$ cat src/logic/asp_pkg.sv
// Purpose: Shared constants and types for the master-mode serial audio port.
// Assumes: A 200 MHz system clock and a 1 ms start-of-frame period.
// Notes: Clock rates are in kHz so that divider ratios stay exact integers.
package asp_pkg;

  // System clock and the fixed master clock.
  localparam int unsigned CLK_PERIOD_PS = 32'h0000_1388;
  localparam int unsigned SYS_CLK_KHZ = 1000000000 / CLK_PERIOD_PS;
  localparam int unsigned MCLK_KHZ = 32'h0000_2ee0;

  // Phase accumulator: one toggle tick per master clock half period.
  localparam int unsigned ACC_W = 18;
  localparam logic [ACC_W-1:0] ACC_MOD = ACC_W'(SYS_CLK_KHZ);
  localparam logic [ACC_W-1:0] INC_NOM = ACC_W'(2 * MCLK_KHZ);
  localparam logic [ACC_W-1:0] TRIM_MAX = ACC_W'(INC_NOM / 100);

  // Start-of-frame period and the toggle ticks expected within it.
  localparam int unsigned SOF_PERIOD_US = 32'h0000_03e8;
  localparam int unsigned SOF_CNT_W = 16;
  localparam logic [SOF_CNT_W-1:0] SOF_TICKS_NOM = SOF_CNT_W'(2 * MCLK_KHZ * SOF_PERIOD_US / 1000);

  // Master clock to channel clock ratios.
  localparam int unsigned DIV_48K = 32'h0000_00fa;
  localparam int unsigned DIV_44K = 32'h0000_0110;

  // Toggle ticks per bit clock half period, and the bit slots per channel half.
  localparam logic [2:0] HB_48K = 3'h5;
  localparam logic [2:0] HB_44K = 3'h4;
  localparam logic [5:0] SLOTS_48K = 6'(DIV_48K / (2 * HB_48K));
  localparam logic [5:0] SLOTS_44K = 6'(DIV_44K / (2 * HB_44K));

  // Sample word widths.
  localparam logic [5:0] WIDTH_16 = 6'h10;
  localparam logic [5:0] WIDTH_24 = 6'h18;
  localparam int unsigned SAMPLE_W = 24;
  localparam int unsigned PAIR_W = 2 * SAMPLE_W;

  // Isochronous streaming endpoint that carries the audio.
  localparam logic [3:0] EP_AUDIO = 4'h3;

  // Values after reset.
  localparam logic RATE_44K_RST = 1'b0;
  localparam logic WIDE_RST = 1'b0;
  localparam logic SYNC_RST = 1'b0;

  typedef enum logic [1:0] {
    ASP_PLAY_REC,
    ASP_PLAY_ONLY,
    ASP_REC_ONLY
  } asp_dir_t;

endpackage : asp_pkg

$ cat src/logic/asp_pair_buf.sv
// Purpose: Two-entry buffer for stereo sample pairs with valid and ready on both sides.
// Assumes: One clock, synchronous active-low reset.
// Notes: The head entry is the output register, so read data always come from a flop.
`timescale 1ns/1ps
module asp_pair_buf #(
  parameter int unsigned WIDTH = 48
) (
  // Clock and reset.
  input wire logic clk,
  input wire logic reset_n,
  // Filling side.
  input wire logic in_valid,
  output logic in_ready,
  input wire logic [WIDTH-1:0] in_data,
  // Draining side.
  output logic out_valid,
  input wire logic out_ready,
  output logic [WIDTH-1:0] out_data
);

  logic head_valid_q;
  logic [WIDTH-1:0] head_q;
  logic spare_valid_q;
  logic [WIDTH-1:0] spare_q;
  logic push;
  logic pop;

  // Only the spare slot limits intake, so a stalled drain fills both entries.
  assign in_ready = !spare_valid_q;
  assign out_valid = head_valid_q;
  assign out_data = head_q;
  assign push = in_valid && in_ready;
  assign pop = head_valid_q && out_ready;

  always_ff @(posedge clk) begin
    if (!reset_n) begin
      head_valid_q <= 1'b0;
      head_q <= '0;
      spare_valid_q <= 1'b0;
      spare_q <= '0;
    end else if (!head_valid_q || pop) begin
      if (spare_valid_q) begin
        head_q <= spare_q;
        head_valid_q <= 1'b1;
        spare_valid_q <= push;
        if (push) begin
          spare_q <= in_data;
        end
      end else begin
        head_valid_q <= push;
        if (push) begin
          head_q <= in_data;
        end
      end
    end else if (push) begin
      spare_q <= in_data;
      spare_valid_q <= 1'b1;
    end
  end

endmodule : asp_pair_buf

$ cat src/logic/asp_port.sv
// Purpose: Master-mode stereo serial audio port toward a slave converter.
// Assumes: 200 MHz clk; stream and start-of-frame inputs come from logic on clk.
// Notes: Converter clocks come from a fractional phase accumulator, so edges
//   carry one system clock period of jitter; the average rates are exact.
`timescale 1ns/1ps

// Functional notes
// - A 12 MHz master clock runs continuously toward the converter.
// - Channel clock level tells whether the left or right word is shifting.
// - Channel clock makes one full period per sample frame.
// - Channel clock is an integer division of the master clock source.
// - Data are valid at the bit clock rising edge and change on falling.
// - Playback words shift out; record words are captured from the converter.
// - The port always generates channel and bit clocks as outputs.
// - Only 44.1 and 48 kHz; both directions share one rate.
// - Ratio is 250 for 48 kHz and 272 for 44.1 kHz.
// - Exactly one direction mode: play and record, play only, record only.
// - Play and record together always use 16-bit words.
// - Play-only mode selects 24-bit or 16-bit words.
// - Record-only mode selects 24-bit or 16-bit words.
// - Synchronous or asynchronous endpoint timing is selectable in every mode.
// - Synchronous mode trims the clocks to follow start-of-frame arrival.
// - Asynchronous mode leaves the clocks untrimmed.
// - Audio travels over streaming endpoint 3.
module asp_port
  import asp_pkg::*;
(
  // Clock and reset.
  input wire logic clk,
  input wire logic reset_n,
  // Configuration, sampled at each frame start.
  input wire asp_dir_t dir_mode,
  input wire logic wide_words,
  input wire logic rate_44k,
  input wire logic sync_mode,
  // Start-of-frame strobe from the USB side.
  input wire logic sof_pulse,
  // Playback stream in: {left, right}, samples left-aligned in 24 bits.
  input wire logic play_valid,
  output logic play_ready,
  input wire logic [3:0] play_ep,
  input wire logic [PAIR_W-1:0] play_data,
  // Record stream out: {left, right}, samples left-aligned in 24 bits.
  output logic rec_valid,
  input wire logic rec_ready,
  output logic [PAIR_W-1:0] rec_data,
  // Converter pins.
  output logic master_clk,
  output logic chan_clk,
  output logic bit_clk,
  output logic serial_data_to_converter,
  input wire logic serial_data_from_converter,
  // Status.
  input wire logic clr_status,
  output logic underrun,
  output logic overrun,
  output logic [ACC_W-1:0] clk_increment
);

  // Picks the bit for a slot of one channel; slot 1 carries the MSB.
  function automatic logic pick_bit(input logic [PAIR_W-1:0] pair, input logic right,
                                    input logic [5:0] slot, input logic [5:0] width);
    logic [SAMPLE_W-1:0] word;
    logic [4:0] idx;
    word = right ? pair[SAMPLE_W-1:0] : pair[PAIR_W-1:SAMPLE_W];
    idx = 5'(6'(SAMPLE_W) - slot);
    if ((slot != 6'h0) && (slot <= width)) begin
      pick_bit = word[idx];
    end else begin
      pick_bit = 1'b0;
    end
  endfunction : pick_bit

  // Active configuration, held for a whole frame.
  asp_dir_t dir_q;
  logic wide_q;
  logic rate_44k_q;
  logic sync_q;

  // Clock generation state.
  logic [ACC_W-1:0] acc_q;
  logic [ACC_W-1:0] inc_q;
  logic [ACC_W:0] acc_sum;
  logic tog_en;
  logic master_clk_q;
  logic [2:0] hb_cnt_q;
  logic bit_clk_q;
  logic [5:0] slot_q;
  logic chan_q;
  logic [SOF_CNT_W-1:0] sof_cnt_q;

  // Derived timing and events.
  logic [2:0] hb_lim;
  logic [5:0] slot_lim;
  logic hb_wrap;
  logic fall_ev;
  logic rise_ev;
  logic [5:0] slot_nx;
  logic chan_nx;
  logic frame_start;
  logic [5:0] width;
  logic play_on;
  logic rec_on;

  // Data path state.
  logic [PAIR_W-1:0] play_word_q;
  logic sdout_q;
  logic [2:0] sdin_sync_q;
  logic sdin_q;
  logic [SAMPLE_W-1:0] cap_q;
  logic [SAMPLE_W-1:0] cap_word;
  logic [SAMPLE_W-1:0] left_q;
  logic rec_push_q;
  logic [PAIR_W-1:0] rec_word_q;
  logic underrun_q;
  logic overrun_q;

  // Buffer hookup.
  logic pbuf_in_valid;
  logic pbuf_in_ready;
  logic pbuf_out_valid;
  logic pbuf_out_ready;
  logic [PAIR_W-1:0] pbuf_out_data;
  logic rbuf_in_ready;
  logic play_take;
  logic play_drop;

  // Rate picks the bit clock and slot count; both give the documented ratio.
  assign hb_lim = rate_44k_q ? HB_44K : HB_48K;
  assign slot_lim = rate_44k_q ? SLOTS_44K : SLOTS_48K;
  assign play_on = (dir_q != ASP_REC_ONLY);
  assign rec_on = (dir_q != ASP_PLAY_ONLY);
  // The bidirectional mode cannot carry 24-bit words.
  assign width = (wide_q && (dir_q != ASP_PLAY_REC)) ? WIDTH_24 : WIDTH_16;

  // Fractional divider: one tick per master clock half period on average.
  assign acc_sum = {1'b0, acc_q} + {1'b0, inc_q};
  assign tog_en = (acc_sum >= {1'b0, ACC_MOD});

  always_ff @(posedge clk) begin
    if (!reset_n) begin
      acc_q <= '0;
    end else if (tog_en) begin
      acc_q <= ACC_W'(acc_sum - {1'b0, ACC_MOD});
    end else begin
      acc_q <= acc_sum[ACC_W-1:0];
    end
  end

  // The master clock never stops, whatever the stream state.
  always_ff @(posedge clk) begin
    if (!reset_n) begin
      master_clk_q <= 1'b0;
    end else if (tog_en) begin
      master_clk_q <= !master_clk_q;
    end
  end

  // Start-of-frame tracking. Ticks are counted per frame period and the
  // increment nudged by one step, which keeps the loop slow and free of
  // audible jumps; the trim range is clamped to one percent.
  always_ff @(posedge clk) begin
    if (!reset_n) begin
      sof_cnt_q <= '0;
    end else if (sof_pulse) begin
      sof_cnt_q <= '0;
    end else if (tog_en && (sof_cnt_q != '1)) begin
      sof_cnt_q <= sof_cnt_q + 1'b1;
    end
  end

  always_ff @(posedge clk) begin
    if (!reset_n) begin
      inc_q <= INC_NOM;
    end else if (!sync_q) begin
      inc_q <= INC_NOM;
    end else if (sof_pulse) begin
      if ((sof_cnt_q < SOF_TICKS_NOM) && (inc_q < INC_NOM + TRIM_MAX)) begin
        inc_q <= inc_q + 1'b1;
      end else if ((sof_cnt_q > SOF_TICKS_NOM) && (inc_q > INC_NOM - TRIM_MAX)) begin
        inc_q <= inc_q - 1'b1;
      end
    end
  end

  // The bit clock counts master clock ticks; the channel clock counts bit clock falls.
  assign hb_wrap = tog_en && (hb_cnt_q == hb_lim - 3'h1);
  assign fall_ev = hb_wrap && bit_clk_q;
  assign rise_ev = hb_wrap && !bit_clk_q;
  assign slot_nx = (slot_q >= slot_lim - 6'h1) ? 6'h0 : slot_q + 6'h1;
  assign chan_nx = (slot_nx == 6'h0) ? !chan_q : chan_q;
  assign frame_start = fall_ev && (slot_nx == 6'h0) && !chan_nx;

  always_ff @(posedge clk) begin
    if (!reset_n) begin
      hb_cnt_q <= '0;
      bit_clk_q <= 1'b0;
    end else if (hb_wrap) begin
      hb_cnt_q <= '0;
      bit_clk_q <= !bit_clk_q;
    end else if (tog_en) begin
      hb_cnt_q <= hb_cnt_q + 3'h1;
    end
  end

  // The channel clock changes with a falling bit clock edge only.
  always_ff @(posedge clk) begin
    if (!reset_n) begin
      slot_q <= '0;
      chan_q <= 1'b0;
    end else if (fall_ev) begin
      slot_q <= slot_nx;
      chan_q <= chan_nx;
    end
  end

  // Configuration is taken only at a frame start, so a frame never mixes rates.
  always_ff @(posedge clk) begin
    if (!reset_n) begin
      dir_q <= ASP_PLAY_REC;
      wide_q <= WIDE_RST;
      rate_44k_q <= RATE_44K_RST;
      sync_q <= SYNC_RST;
    end else if (frame_start) begin
      dir_q <= dir_mode;
      wide_q <= wide_words;
      rate_44k_q <= rate_44k;
      sync_q <= sync_mode;
    end
  end

  // Playback buffer. Words for other endpoints, or while playback is off,
  // are accepted and dropped so the stream source never hangs.
  assign play_drop = (play_ep != EP_AUDIO) || !play_on;
  assign pbuf_in_valid = play_valid && !play_drop;
  assign play_ready = play_drop || pbuf_in_ready;
  assign play_take = frame_start && play_on && pbuf_out_valid;
  assign pbuf_out_ready = frame_start;

  asp_pair_buf #(
    .WIDTH(PAIR_W)
  ) u_play_buf (
    .clk(clk),
    .reset_n(reset_n),
    .in_valid(pbuf_in_valid),
    .in_ready(pbuf_in_ready),
    .in_data(play_data),
    .out_valid(pbuf_out_valid),
    .out_ready(pbuf_out_ready),
    .out_data(pbuf_out_data)
  );

  // A new pair is loaded at each frame start; without one the frame is silent.
  always_ff @(posedge clk) begin
    if (!reset_n) begin
      play_word_q <= '0;
    end else if (frame_start) begin
      play_word_q <= play_take ? pbuf_out_data : '0;
    end
  end

  // Output data change on the falling edge, one slot after the channel change.
  always_ff @(posedge clk) begin
    if (!reset_n) begin
      sdout_q <= 1'b0;
    end else if (fall_ev) begin
      if (!play_on) begin
        sdout_q <= 1'b0;
      end else if (frame_start) begin
        sdout_q <= pick_bit(play_take ? pbuf_out_data : '0, chan_nx, slot_nx, width);
      end else begin
        sdout_q <= pick_bit(play_word_q, chan_nx, slot_nx, width);
      end
    end
  end

  // The data pin is asynchronous to clk; a change counts once two stages agree.
  always_ff @(posedge clk) begin
    if (!reset_n) begin
      sdin_sync_q <= '0;
      sdin_q <= 1'b0;
    end else begin
      sdin_sync_q <= {sdin_sync_q[1:0], serial_data_from_converter};
      if (sdin_sync_q[1] == sdin_sync_q[2]) begin
        sdin_q <= sdin_sync_q[2];
      end
    end
  end

  // Capture shifts on the rising edge; short words are left-aligned.
  assign cap_word = (width == WIDTH_24) ? {cap_q[SAMPLE_W-2:0], sdin_q}
                                        : {cap_q[14:0], sdin_q, 8'h00};

  always_ff @(posedge clk) begin
    if (!reset_n) begin
      cap_q <= '0;
      left_q <= '0;
      rec_push_q <= 1'b0;
      rec_word_q <= '0;
    end else begin
      rec_push_q <= 1'b0;
      if (rise_ev && rec_on && (slot_q != 6'h0) && (slot_q <= width)) begin
        cap_q <= {cap_q[SAMPLE_W-2:0], sdin_q};
        if (slot_q == width) begin
          if (!chan_q) begin
            left_q <= cap_word;
          end else begin
            rec_word_q <= {left_q, cap_word};
            rec_push_q <= 1'b1;
          end
        end
      end
    end
  end

  asp_pair_buf #(
    .WIDTH(PAIR_W)
  ) u_rec_buf (
    .clk(clk),
    .reset_n(reset_n),
    .in_valid(rec_push_q),
    .in_ready(rbuf_in_ready),
    .in_data(rec_word_q),
    .out_valid(rec_valid),
    .out_ready(rec_ready),
    .out_data(rec_data)
  );

  // Sticky status; a new event in the clearing cycle keeps its flag set.
  always_ff @(posedge clk) begin
    if (!reset_n) begin
      underrun_q <= 1'b0;
      overrun_q <= 1'b0;
    end else begin
      if (frame_start && play_on && !pbuf_out_valid) begin
        underrun_q <= 1'b1;
      end else if (clr_status) begin
        underrun_q <= 1'b0;
      end
      if (rec_push_q && !rbuf_in_ready) begin
        overrun_q <= 1'b1;
      end else if (clr_status) begin
        overrun_q <= 1'b0;
      end
    end
  end

  // Every converter clock is an output; nothing here listens to the far end.
  assign master_clk = master_clk_q;
  assign chan_clk = chan_q;
  assign bit_clk = bit_clk_q;
  assign serial_data_to_converter = sdout_q;
  assign underrun = underrun_q;
  assign overrun = overrun_q;
  assign clk_increment = inc_q;

endmodule : asp_port

$ cat config.mk
export PLATFORM = sky130hd
export DESIGN_NAME = asp_port
export DESIGN_NICKNAME = d
export VERILOG_FILES = /design/src/logic/asp_pkg.sv /design/src/logic/asp_pair_buf.sv /design/src/logic/asp_port.sv
export SDC_FILE = /design/constraint.sdc
export NUM_CORES = 1
export LEC_CHECK = 0
export BUFFER_PORTS_ARGS = -buffer_cell sky130_fd_sc_hd__clkbuf_2
export CAP_MARGIN = 20
export CORE_MARGIN = 3
export CORE_UTILIZATION = 40
export CTS_CLUSTER_SIZE = 24
export DETAILED_ROUTE_END_ITERATION = 6
export GPL_ROUTABILITY_DRIVEN = 0
export GPL_TIMING_DRIVEN = 0
export HOLD_SLACK_MARGIN = 0.12
export PLACE_DENSITY = 0.61
export SETUP_SLACK_MARGIN = 0.02
export SLEW_MARGIN = 0
export SYNTH_ARGS = -nofsm -noshare
export SYNTH_HDL_FRONTEND = slang
export SYNTH_HIERARCHICAL = 1
export SYNTH_SLANG_ARGS = --single-unit
$ cat constraint.sdc
create_clock -name clk -period 6.11 [get_ports clk]
set_input_delay 0.611 -clock clk [delete_from_list [all_inputs] [get_ports clk]]
set_output_delay 0.611 -clock clk [all_outputs]
set_load 0.02 [all_outputs]
==> results of run 1 <==
==> routing by layer <==
metal	wire length [um]	share of wire	up-vias
li1	-	-	8098
met1	24000	0.46	7728
met2	24600	0.47	292
met3	2090	0.040	75
met4	1200	0.023	0
met5	0	0	-
==> logic make-up after synthesis <==
kind of cell               synth area share
buffers and inverters                0.0442
AOI/OAI and AO/OA                     0.194
and+or+nand+nor                       0.190
xor gates and xnor gates             0.0189
adders and majority gates            0.0322
muxes                                 0.102
DFF                                   0.419
==> flip-flops by register name, indices dropped and copies added (netlist names), 2 cells and up <==
name / count
play_word_q: 48
rec_word_q: 48
u_play_buf/out_data: 48
u_play_buf/spare_q: 48
u_rec_buf/out_data: 48
u_rec_buf/spare_q: 48
left_q: 24
cap_q: 23
acc_q: 18
clk_increment: 18
sof_cnt_q: 16
slot_q: 6
hb_cnt_q: 3
sdin_sync_q: 3
dir_q: 2
==> placed cells by master (no fill, tap or decap), types with 7 or more instances in the layout <==
cell type,n
a211oi_1,7
a21boi_0,24
a21boi_1,99
a21o_1,14
a21oi_1,39
a22o_1,48
a31oi_1,11
and2_1,35
and3_1,20
buf_1,13
buf_2,46
buf_6,11
clkbuf_1,96
clkbuf_16,46
clkbuf_2,137
clkbuf_8,18
dfxtp_1,416
ha_1,48
inv_1,29
mux2i_1,189
nand2_1,325
nand2b_1,27
nand3_1,158
nand3b_1,7
nand4_1,8
nor2_1,56
nor2b_1,67
nor3_1,25
o211a_1,97
o21a_1,9
o21ai_0,66
xnor2_1,22
xor2_1,19
==> stage by stage <==
stage	setup slack [ns]	power, mW	util	area, um2	hold slack [ns]
2_1_floorplan	1.44	3.33	-	19900	0.412
3_3_place_gp	0.465	3.48	0.436	21400	0.428
3_5_place_dp	0.435	3.49	0.436	21400	0.441
4_1_cts	0.381	6.27	0.468	22900	0.232
5_1_grt	0.0958	6.45	0.468	22900	0.248
6_report	0.375	6.20	0.468	22900	0.260
==> where the power goes <==
part | total (mW) | internal (mW) | switching [mW]
combinational | 0.669 | 0.269 | 0.400
clock | 2.76 | 1.61 | 1.15
sequential | 2.77 | 2.75 | 0.0185
==> worst min-delay path by stage <==
stage / startpoint / to / slack (ns) / depth (start not counted)
2_1_floorplan: sdin_sync_q[0]$_SDFF_PN0_ / sdin_sync_q[1]$_SDFF_PN0_ / 0.41 / 1
3_3_place_gp: sdin_sync_q[0]$_SDFF_PN0_ / sdin_sync_q[1]$_SDFF_PN0_ / 0.43 / 1
3_5_place_dp: sdin_sync_q[0]$_SDFF_PN0_ / sdin_sync_q[1]$_SDFF_PN0_ / 0.44 / 1
4_1_cts: play_data[30] / u_play_buf/spare_q[30]$_SDFFE_PN0P_ / 0.23 / 3
5_1_grt: play_data[18] / u_play_buf/spare_q[18]$_SDFFE_PN0P_ / 0.25 / 3
6_report: play_data[30] / u_play_buf/spare_q[30]$_SDFFE_PN0P_ / 0.26 / 3
==> tightest hold or removal path: stages <==
cell and delay, ns:
clkbuf_2 0.09, nand2_1 0.05, a21boi_1 0.05
==> final cells by class <==
class | instances | area (um2) | area share
Multi-Input combinational cell | 1554 | 10700 | 0.466
Sequential cell | 416 | 8330 | 0.363
Clock buffer | 71 | 1430 | 0.0621
Tap cell | 664 | 831 | 0.0362
Buffer | 163 | 767 | 0.0334
Timing Repair Buffer | 137 | 686 | 0.0299
Inverter | 30 | 113 | 0.00491
Clock inverter | 11 | 109 | 0.00474
==> results.sh, run 1 <==
export IMPL_cp_num_buf_inv=5
export IMPL_die_area_um2=52400
export IMPL_syn_to_final_growth_pct=15.3
export IMPL_grt_overflow_total=0
export IMPL_critPathCapture="u_play_buf/out_data[1]$_SDFFE_PN0P_"
export IMPL_worst_path_stages=21
export IMPL_cts_sinks=416
export IMPL_synth_edf_count=0
export IMPL_clockBufferDepth=3
export IMPL_cts_resized=0
export IMPL_peakVddDrop_mv=0.230
export IMPL_dp_cells=2964
export IMPL_use_met1=0.255
export IMPL_arrival_ns=6.20
export IMPL_min_period_ns=5.73
export IMPL_insertion_delay_ns=0.60
export IMPL_antenna_found_initial=0
export IMPL_grt_use_total=0.193
export IMPL_core_um2=49100
export IMPL_p_per_area_nw_per_um2=270
export IMPL_post_cts_setup_buffers=0
export IMPL_max_freq_mhz=174
export IMPL_grt_use_met2=0.330
export IMPL_cts_buffers=46
export IMPL_slowest_delay_ns=0.57
export IMPL_antennaDiodeCount=0
export IMPL_hold_viol=0
export IMPL_synth_area_leaders="dfxtp_1 (42%), mux2i_1 (9.5%), nand2_1 (6.1%), o211a_1 (4.9%), nand3_1 (4.0%)"
export IMPL_crit_reg2reg_launch="clk_increment[0]$_SDFFE_PN0P_"
export IMPL_cp_required_ns=6.58
export IMPL_grt_pass1_vias=15700
export IMPL_tritoncts="built"
export IMPL_drt_initial_drc_count=962
export IMPL_stdcell_count=3046
export IMPL_worst_setup_path_type="reg -> reg"
export IMPL_cts_hold_buf=0
export IMPL_fin_nets=2462
export IMPL_fillers=4754
export IMPL_synth_common_cells="dfxtp_1 (416), nand2_1 (325), mux2i_1 (189), nand3_1 (158), a21boi_1 (99)"
export IMPL_crit_start="clk_increment[0]$_SDFFE_PN0P_"
export IMPL_grtUsageMet3=0.0280
export IMPL_routed_wl_um=51800
export IMPL_period_share=0.939
export IMPL_vias=16200
export IMPL_rrSetupSlack_ns=0.38
export IMPL_io_pins=138
export IMPL_syn_area_um2=19900
export IMPL_start_util=0.406
export IMPL_top_usage_layer="met2"
export IMPL_power_leakage_nw=9.68
export IMPL_skew_ns=0.0313
export IMPL_end_kind="flip-flop"
export IMPL_hp_class="in -> reg"
export IMPL_hpwlAfterDp_um=39000
export IMPL_synthArstFlopShare=0
export IMPL_die_w_um=229
export IMPL_critPathMaxFanout=12
export IMPL_synth_top_area_frac=0.419
export IMPL_clkTransAtPathRegs_ns=0.06
export IMPL_tightest_slew_ns=1.06
export IMPL_drt_pass1_iter_count=5
export IMPL_slowest_stage="or4_4"
export IMPL_tns_ns=0
export IMPL_setup_viol=0
export IMPL_syn_num_nets=2277
export IMPL_grt_pass1_wl_um=83800
export IMPL_antenna_left=0
export IMPL_drive_gt1_frac=0.132
export IMPL_synth_most_common_cell="dfxtp_1"
export IMPL_max_cap_viol_count=0
export IMPL_yosys_warnings=6
export IMPL_start_kind="flip-flop"
export IMPL_synthCells=2163
export IMPL_post_drt_wl_per_cell_um=17.0
export IMPL_crit_family="simple AND/OR/NAND/NOR gates"
export IMPL_num_rows=81
export IMPL_grt_max_degree=21
export IMPL_synth_top_area_cell="dfxtp_1"
export IMPL_root_buffer="clkbuf_16"
export IMPL_finalMaxSlewViolations=0
export IMPL_slew_headroom=0.294
export IMPL_r2r_end="u_play_buf/out_data[1]$_SDFFE_PN0P_"
export IMPL_synth_ff_type="dfxtp_1"
export IMPL_ff2ff_path_depth=21
export IMPL_avgSynthCellArea_um2=9.20
export IMPL_synth_seq_cells=416
export IMPL_status="completed"
export IMPL_drc_errors=0
export IMPL_htree_levels=2
export IMPL_io_buffer_count=137
export IMPL_synth_cell_type_count=88
export IMPL_dieHeight_um=229
export IMPL_ys_seq_area_frac=0.419
export IMPL_crit_chain="ha_1, fa_1, a211oi_1, o21ai_2, and2_1, xor2_1, ha_1, nand2_1, or3_1, nor3_1, o31ai_1, o2111a_1, buf_2, or4_4, inv_1, buf_2, nand2b_1, clkbuf_1, buf_1, nand3_1, o211a_1"
export IMPL_viasPerCell=5.32
export IMPL_rsz0062_at_grt="no"
No activity file was read; power rests on OpenSTA's default activity.
==> inputs of run 2 (changes only) <==
Settings changed: ABC_AREA set to 1, PLACE_DENSITY 0.61 to 0.54, REMOVE_ABC_BUFFERS set to 1.
==> results.sh, run 2 <==
export IMPL_regArea_um2=8340
export IMPL_rsz0062_at_grt="no"
export IMPL_core_um2=51600
export IMPL_synth_fa_ha_area_frac=0.0305
export IMPL_antenna_left=0
export IMPL_drc_errors=0
export IMPL_hp_class="in -> reg"
export IMPL_dieHeight_um=235
export IMPL_hold_slack_ns=0.275
export IMPL_avgSynthCellArea_um2=6.58
export IMPL_synth_common_cells="nand2_1 (766), nor2_1 (555), inv_1 (427), dfxtp_1 (416), o21ai_0 (206)"
export IMPL_cp_required_ns=6.57
export IMPL_min_period_ns=5.54
export IMPL_die_area_um2=55300
export IMPL_hpwlAfterDp_um=33000
export IMPL_viasPerCell=4.77
export IMPL_vias=18800
export IMPL_critPathMaxFanout=68
export IMPL_max_freq_mhz=181
export IMPL_p_per_area_nw_per_um2=260
export IMPL_worst_setup_path_type="reg -> reg"
export IMPL_synth_ff_type="dfxtp_1"
export IMPL_routed_wl_um=49800
export IMPL_synth_top_family_by_area="simple AND/OR/NAND/NOR gates"
export IMPL_fin_nets=3341
export IMPL_slew_headroom=0.348
export IMPL_syn_area_um2=21000
export IMPL_root_buffer="clkbuf_16"
export IMPL_status="completed"
export IMPL_arrival_ns=6.00
export IMPL_post_drt_wl_per_cell_um=12.7
export IMPL_io_pins=138
export IMPL_layout_commonest_cell="nand2_1"
export IMPL_synth_top_area_cell="dfxtp_1"
export IMPL_io_buffer_count=137
export IMPL_tritoncts="built"
export IMPL_yosys_warnings=6
export IMPL_clkTransAtPathRegs_ns=0.06
export IMPL_synth_compound_gate_area_share=0.103
export IMPL_synth_seq_cells=416
export IMPL_multi_input_area_um2=10100
export IMPL_end_kind="flip-flop"
export IMPL_cts_buffers=48
export IMPL_grt_pass1_vias=17200
export IMPL_grt_overflow_total=0
export IMPL_cts_hold_buf=0
export IMPL_ff2ff_path_depth=26
export IMPL_synthCells=3194
export IMPL_ys_seq_area_frac=0.396
export IMPL_skew_ns=0.0124
export IMPL_setup_viol=0
export IMPL_peakVddDrop_mv=0.189
export IMPL_final_cell_mix="nand2_1 (766), nor2_1 (554), inv_1 (426)"
export IMPL_finalMaxSlewViolations=0
export IMPL_period_share=0.907
export IMPL_die_w_um=235
export IMPL_synth_edf_count=0
export IMPL_cts_sinks=416
export IMPL_synthArstFlopShare=0
export IMPL_grt_pass1_wl_um=83800
export IMPL_synth_cell_type_count=53
export IMPL_antenna_found_initial=0
export IMPL_power_total_mw=6.13
export IMPL_synthXorXnorAreaFrac=0.0144
export IMPL_num_rows=83
export IMPL_clockBufferDepth=3
export IMPL_max_cap_viol_count=0
export IMPL_grt_use_total=0.175
export IMPL_tightest_slew_ns=0.978
export IMPL_synth_top_area_frac=0.396
export IMPL_start_kind="flip-flop"
export IMPL_start_util=0.407
export IMPL_insertion_delay_ns=0.57
export IMPL_antennaDiodeCount=0
export IMPL_whs_path_depth=3
export IMPL_syn_to_final_growth_pct=12.1
export IMPL_synth_area_leaders="dfxtp_1 (40%), nand2_1 (14%), nor2_1 (9.9%), inv_1 (7.6%), o21ai_0 (4.9%)"
export IMPL_drt_pass1_iter_count=5
export IMPL_power_leakage_nw=10.8
export IMPL_pre_cts_slack_ns=-0.0300
export IMPL_synth_most_common_cell="nand2_1"
export IMPL_grt_max_degree=136
export IMPL_htree_levels=2
export IMPL_synth_mux_area_frac=0
export IMPL_fillers=5307
export IMPL_drive_gt1_frac=0.0922
export IMPL_hold_viol=0
export IMPL_synthSimpleGateAreaFrac=0.330
export IMPL_drt_initial_drc_count=1051
export IMPL_fin_ws_ns=0.570
-- run 2: critical path: stages (launching register included) --
cell      delay [ns]
dfxtp_1         0.42
ha_1            0.29
fa_1            0.40
a21oi_1         0.19
o21bai_2        0.11
a21o_2          0.25
xor2_2          0.16
inv_1           0.13
ha_1            0.21
nor3b_1         0.22
nand4_1         0.13
nor2_1          0.14
nand3_1         0.10
nor2_1          0.13
nand2_1         0.08
nor2_1          0.09
nand2_1         0.07
nand3_2         0.35
nand3_2         0.41
nor2_4          0.26
buf_12          0.23
inv_2           0.04
nand2_1         0.19
nand2_4         0.24
buf_16          0.28
nor2_1          0.17
nor2_1          0.06
-- run 2: path summary, 6_finish.rpt --
path	startpoint	to	slack (ns)
setup / recovery	clk_increment[0]$_SDFFE_PN0P_	u_play_buf/out_data[32]$_SDFFE_PN0P_	0.57
setup reg to reg	clk_increment[0]$_SDFFE_PN0P_	u_play_buf/out_data[32]$_SDFFE_PN0P_	0.57
hold reg to reg	sdin_sync_q[0]$_SDFF_PN0_	sdin_sync_q[1]$_SDFF_PN0_	0.43
hold / removal	serial_data_from_converter	sdin_sync_q[0]$_SDFF_PN0_	0.28
-- run 2: repair_timing --
| action | CTS | global route |
|---|---|---|
| endpoints found under the setup margin | 1 | 59 |
| setup buffers | 0 | 1 |
| gates resized for setup | 1 | 0 |
| pin swaps | 0 | 1 |
-- run 2: final cells by class --
cell class              instances  share of cell area
clock buffers                  72              0.0625
flip-flops and latches        416               0.354
well taps                     680              0.0361
repair buffers                157              0.0475
multi-input cells            2165               0.428
inverters                     439              0.0702
clock inverters                 5             0.00122
-- run 2: per-layer routing --
layer,global-route usage,vias up,share of wire
li1,-,10000,-
met1,0.227,8429,0.47
met2,0.307,252,0.48
met3,0.0261,59,0.036
met4,0.0425,0,0.017
met5,0,-,0
-- run 2: through the flow --
stage / instances / TNS [ns] / util / cell area, um2
2_1_floorplan: 3020 / 0 / - / 20000
3_3_place_gp: 3837 / -396.89 / 0.418 / 21600
3_5_place_dp: 3853 / -0.0300 / 0.426 / 22000
4_1_cts: 3930 / 0 / 0.455 / 23500
5_1_grt: 3934 / 0 / 0.456 / 23500
6_report: 3934 / 0 / 0.456 / 23500
-- run 2: report_power, final --
group,internal (mW),switching (mW)
clock,1.64,1.12
sequential,2.75,0.0187
combinational,0.207,0.396
total,4.60,1.53
-- run 2: kinds of logic after synthesis --
family	after synthesis
xor+xnor	31
simple gates	1672
fa+ha+maj	50
flops	416
compound gates	412
buf+inv	613
==> inputs of run 3 (changes only) <==
Settings changed: CAP_MARGIN 20 to 40, CORE_UTILIZATION 40 to 35, PLACE_DENSITY 0.54 to 0.48.
==> results.sh, run 3 (synthesis gave the netlist of run 2 again) <==
export IMPL_cts_sinks=416
export IMPL_antennaDiodeCount=0
export IMPL_start_util=0.355
export IMPL_use_met1=0.213
export IMPL_io_buffer_count=137
export IMPL_min_period_ns=5.42
export IMPL_hold_start="serial_data_from_converter"
export IMPL_hpwlAfterDp_um=34600
export IMPL_skew_ns=0.0143
export IMPL_grt_use_met2=0.280
export IMPL_setup_viol=0
export IMPL_multi_input_area_um2=10100
export IMPL_layout_commonest_cell="nand2_1"
export IMPL_start_kind="flip-flop"
export IMPL_critPathMaxFanout=62
export IMPL_die_area_um2=63000
export IMPL_p_per_area_nw_per_um2=259
export IMPL_grt_pass1_wl_um=87300
export IMPL_grtUsageMet3=0.0231
export IMPL_dp_cells=3954
export IMPL_max_cap_viol_count=0
export IMPL_regArea_um2=8340
export IMPL_whs_path_depth=3
export IMPL_routed_wl_um=51900
export IMPL_drt_initial_drc_count=1108
export IMPL_num_rows=89
export IMPL_final_cell_mix="nand2_1 (766), nor2_1 (555), inv_1 (426)"
export IMPL_grt_overflow_total=0
export IMPL_max_freq_mhz=184
export IMPL_post_drt_wl_per_cell_um=12.8
export IMPL_period_share=0.887
export IMPL_tightest_slew_ns=0.906
export IMPL_pre_cts_slack_ns=0.0144
export IMPL_peakVddDrop_mv=0.227
export IMPL_viasPerCell=4.65
export IMPL_io_pins=138
export IMPL_finalMaxSlewViolations=0
export IMPL_dieHeight_um=251
export IMPL_grt_use_total=0.163
export IMPL_slew_headroom=0.396
export IMPL_antenna_found_initial=0
export IMPL_drt_pass1_iter_count=5
export IMPL_arrival_ns=5.89
export IMPL_ff2ff_path_depth=26
export IMPL_hold_viol=0
export IMPL_status="completed"
export IMPL_worst_setup_path_type="reg -> reg"
export IMPL_grt_max_degree=129
export IMPL_die_w_um=251
export IMPL_crit_start="clk_increment[0]$_SDFFE_PN0P_"
export IMPL_top_usage_layer="met2"
export IMPL_end_kind="flip-flop"
export IMPL_cts_buffers=49
export IMPL_tritoncts="built"
export IMPL_drc_errors=0
export IMPL_cts_hold_buf=0
export IMPL_clockBufferDepth=3
export IMPL_crit_reg2reg_launch="clk_increment[0]$_SDFFE_PN0P_"
export IMPL_fin_ws_ns=0.689
export IMPL_stdcell_count=4042
export IMPL_drive_gt1_frac=0.0936
export IMPL_rsz0062_at_grt="no"
export IMPL_clkTransAtPathRegs_ns=0.06
export IMPL_vias=18800
export IMPL_hp_class="in -> reg"
export IMPL_fillers=6331
export IMPL_core_um2=59200
export IMPL_syn_to_final_growth_pct=13.4
export IMPL_root_buffer="clkbuf_16"
export IMPL_fin_nets=3349
export IMPL_grt_pass1_vias=17700
export IMPL_htree_levels=2
export IMPL_power_leakage_nw=10.9
export IMPL_cp_required_ns=6.57
export IMPL_insertion_delay_ns=0.59
export IMPL_antenna_left=0
-- run 3: timing repair --
item	4_1_cts	5_1_grt
endpoints found under the setup margin	1	78
resized for setup	0	1
cloned	1	0
pin swaps	1	1
buffers inserted	0	2
-- run 3: worst max-delay path, cell delays in order, from the launching register on --
cell and delay [ns]:
dfxtp_1 0.39, ha_1 0.27, fa_1 0.41, a21oi_1 0.20
o21bai_2 0.11, a21o_2 0.25, xor2_2 0.16, inv_1 0.13
ha_1 0.20, nor3b_1 0.22, nand4_1 0.13, nor2_1 0.13
nand3_1 0.10, nor2_1 0.14, nand2_1 0.08, nor2_1 0.09
nand2_1 0.07, nand3_2 0.38, nand3_4 0.33, nor2_4 0.24
buf_16 0.18, inv_2 0.04, nand2_1 0.19, nand2_4 0.26
buf_16 0.29, nor2_1 0.23, nor2_1 0.07
-- run 3: final cells by class --
type / count / area share
clock buffer: 76 / 0.0612
multi-input combinational: 2166 / 0.424
tap: 773 / 0.0406
inverter: 439 / 0.0695
sequential: 416 / 0.350
timing repair buffer: 163 / 0.0516
clock inverter: 9 / 0.00310
-- run 3: metal layers --
| metal | vias up | share of wire |
|---|---|---|
| met4 | 0 | 0.022 |
| met5 | - | 0 |
| li1 | 10000 | - |
| met2 | 301 | 0.46 |
| met1 | 8394 | 0.48 |
| met3 | 71 | 0.040 |
-- run 3: worst paths after layout --
path | endpoint | slack, ns
min reg2reg | sdin_sync_q[1]$_SDFF_PN0_ | 0.42
min | sdin_sync_q[0]$_SDFF_PN0_ | 0.23
max | u_play_buf/out_data[37]$_SDFFE_PN0P_ | 0.69
max reg2reg | u_play_buf/out_data[37]$_SDFFE_PN0P_ | 0.69
-- run 3: report_power, final --
| part | switching (mW) | internal [mW] | total [mW] |
|---|---|---|---|
| sequential | 0.0168 | 2.75 | 2.77 |
| combinational | 0.400 | 0.208 | 0.608 |
| clock | 1.17 | 1.64 | 2.81 |
-- run 3: metrics by stage --
| stage | setup TNS [ns] | hold slack (ns) | utilization | cell area (um2) | power (mW) |
|---|---|---|---|---|---|
| 2_1_floorplan | 0 | 0.390 | - | 20000 | 3.26 |
| 3_3_place_gp | -444.33 | 0.416 | 0.366 | 21700 | 3.44 |
| 3_5_place_dp | 0 | 0.409 | 0.376 | 22300 | 3.44 |
| 4_1_cts | 0 | 0.201 | 0.402 | 23800 | 6.29 |
| 5_1_grt | 0 | 0.219 | 0.402 | 23800 | 6.49 |
| 6_report | 0 | 0.231 | 0.402 | 23800 | 6.18 |
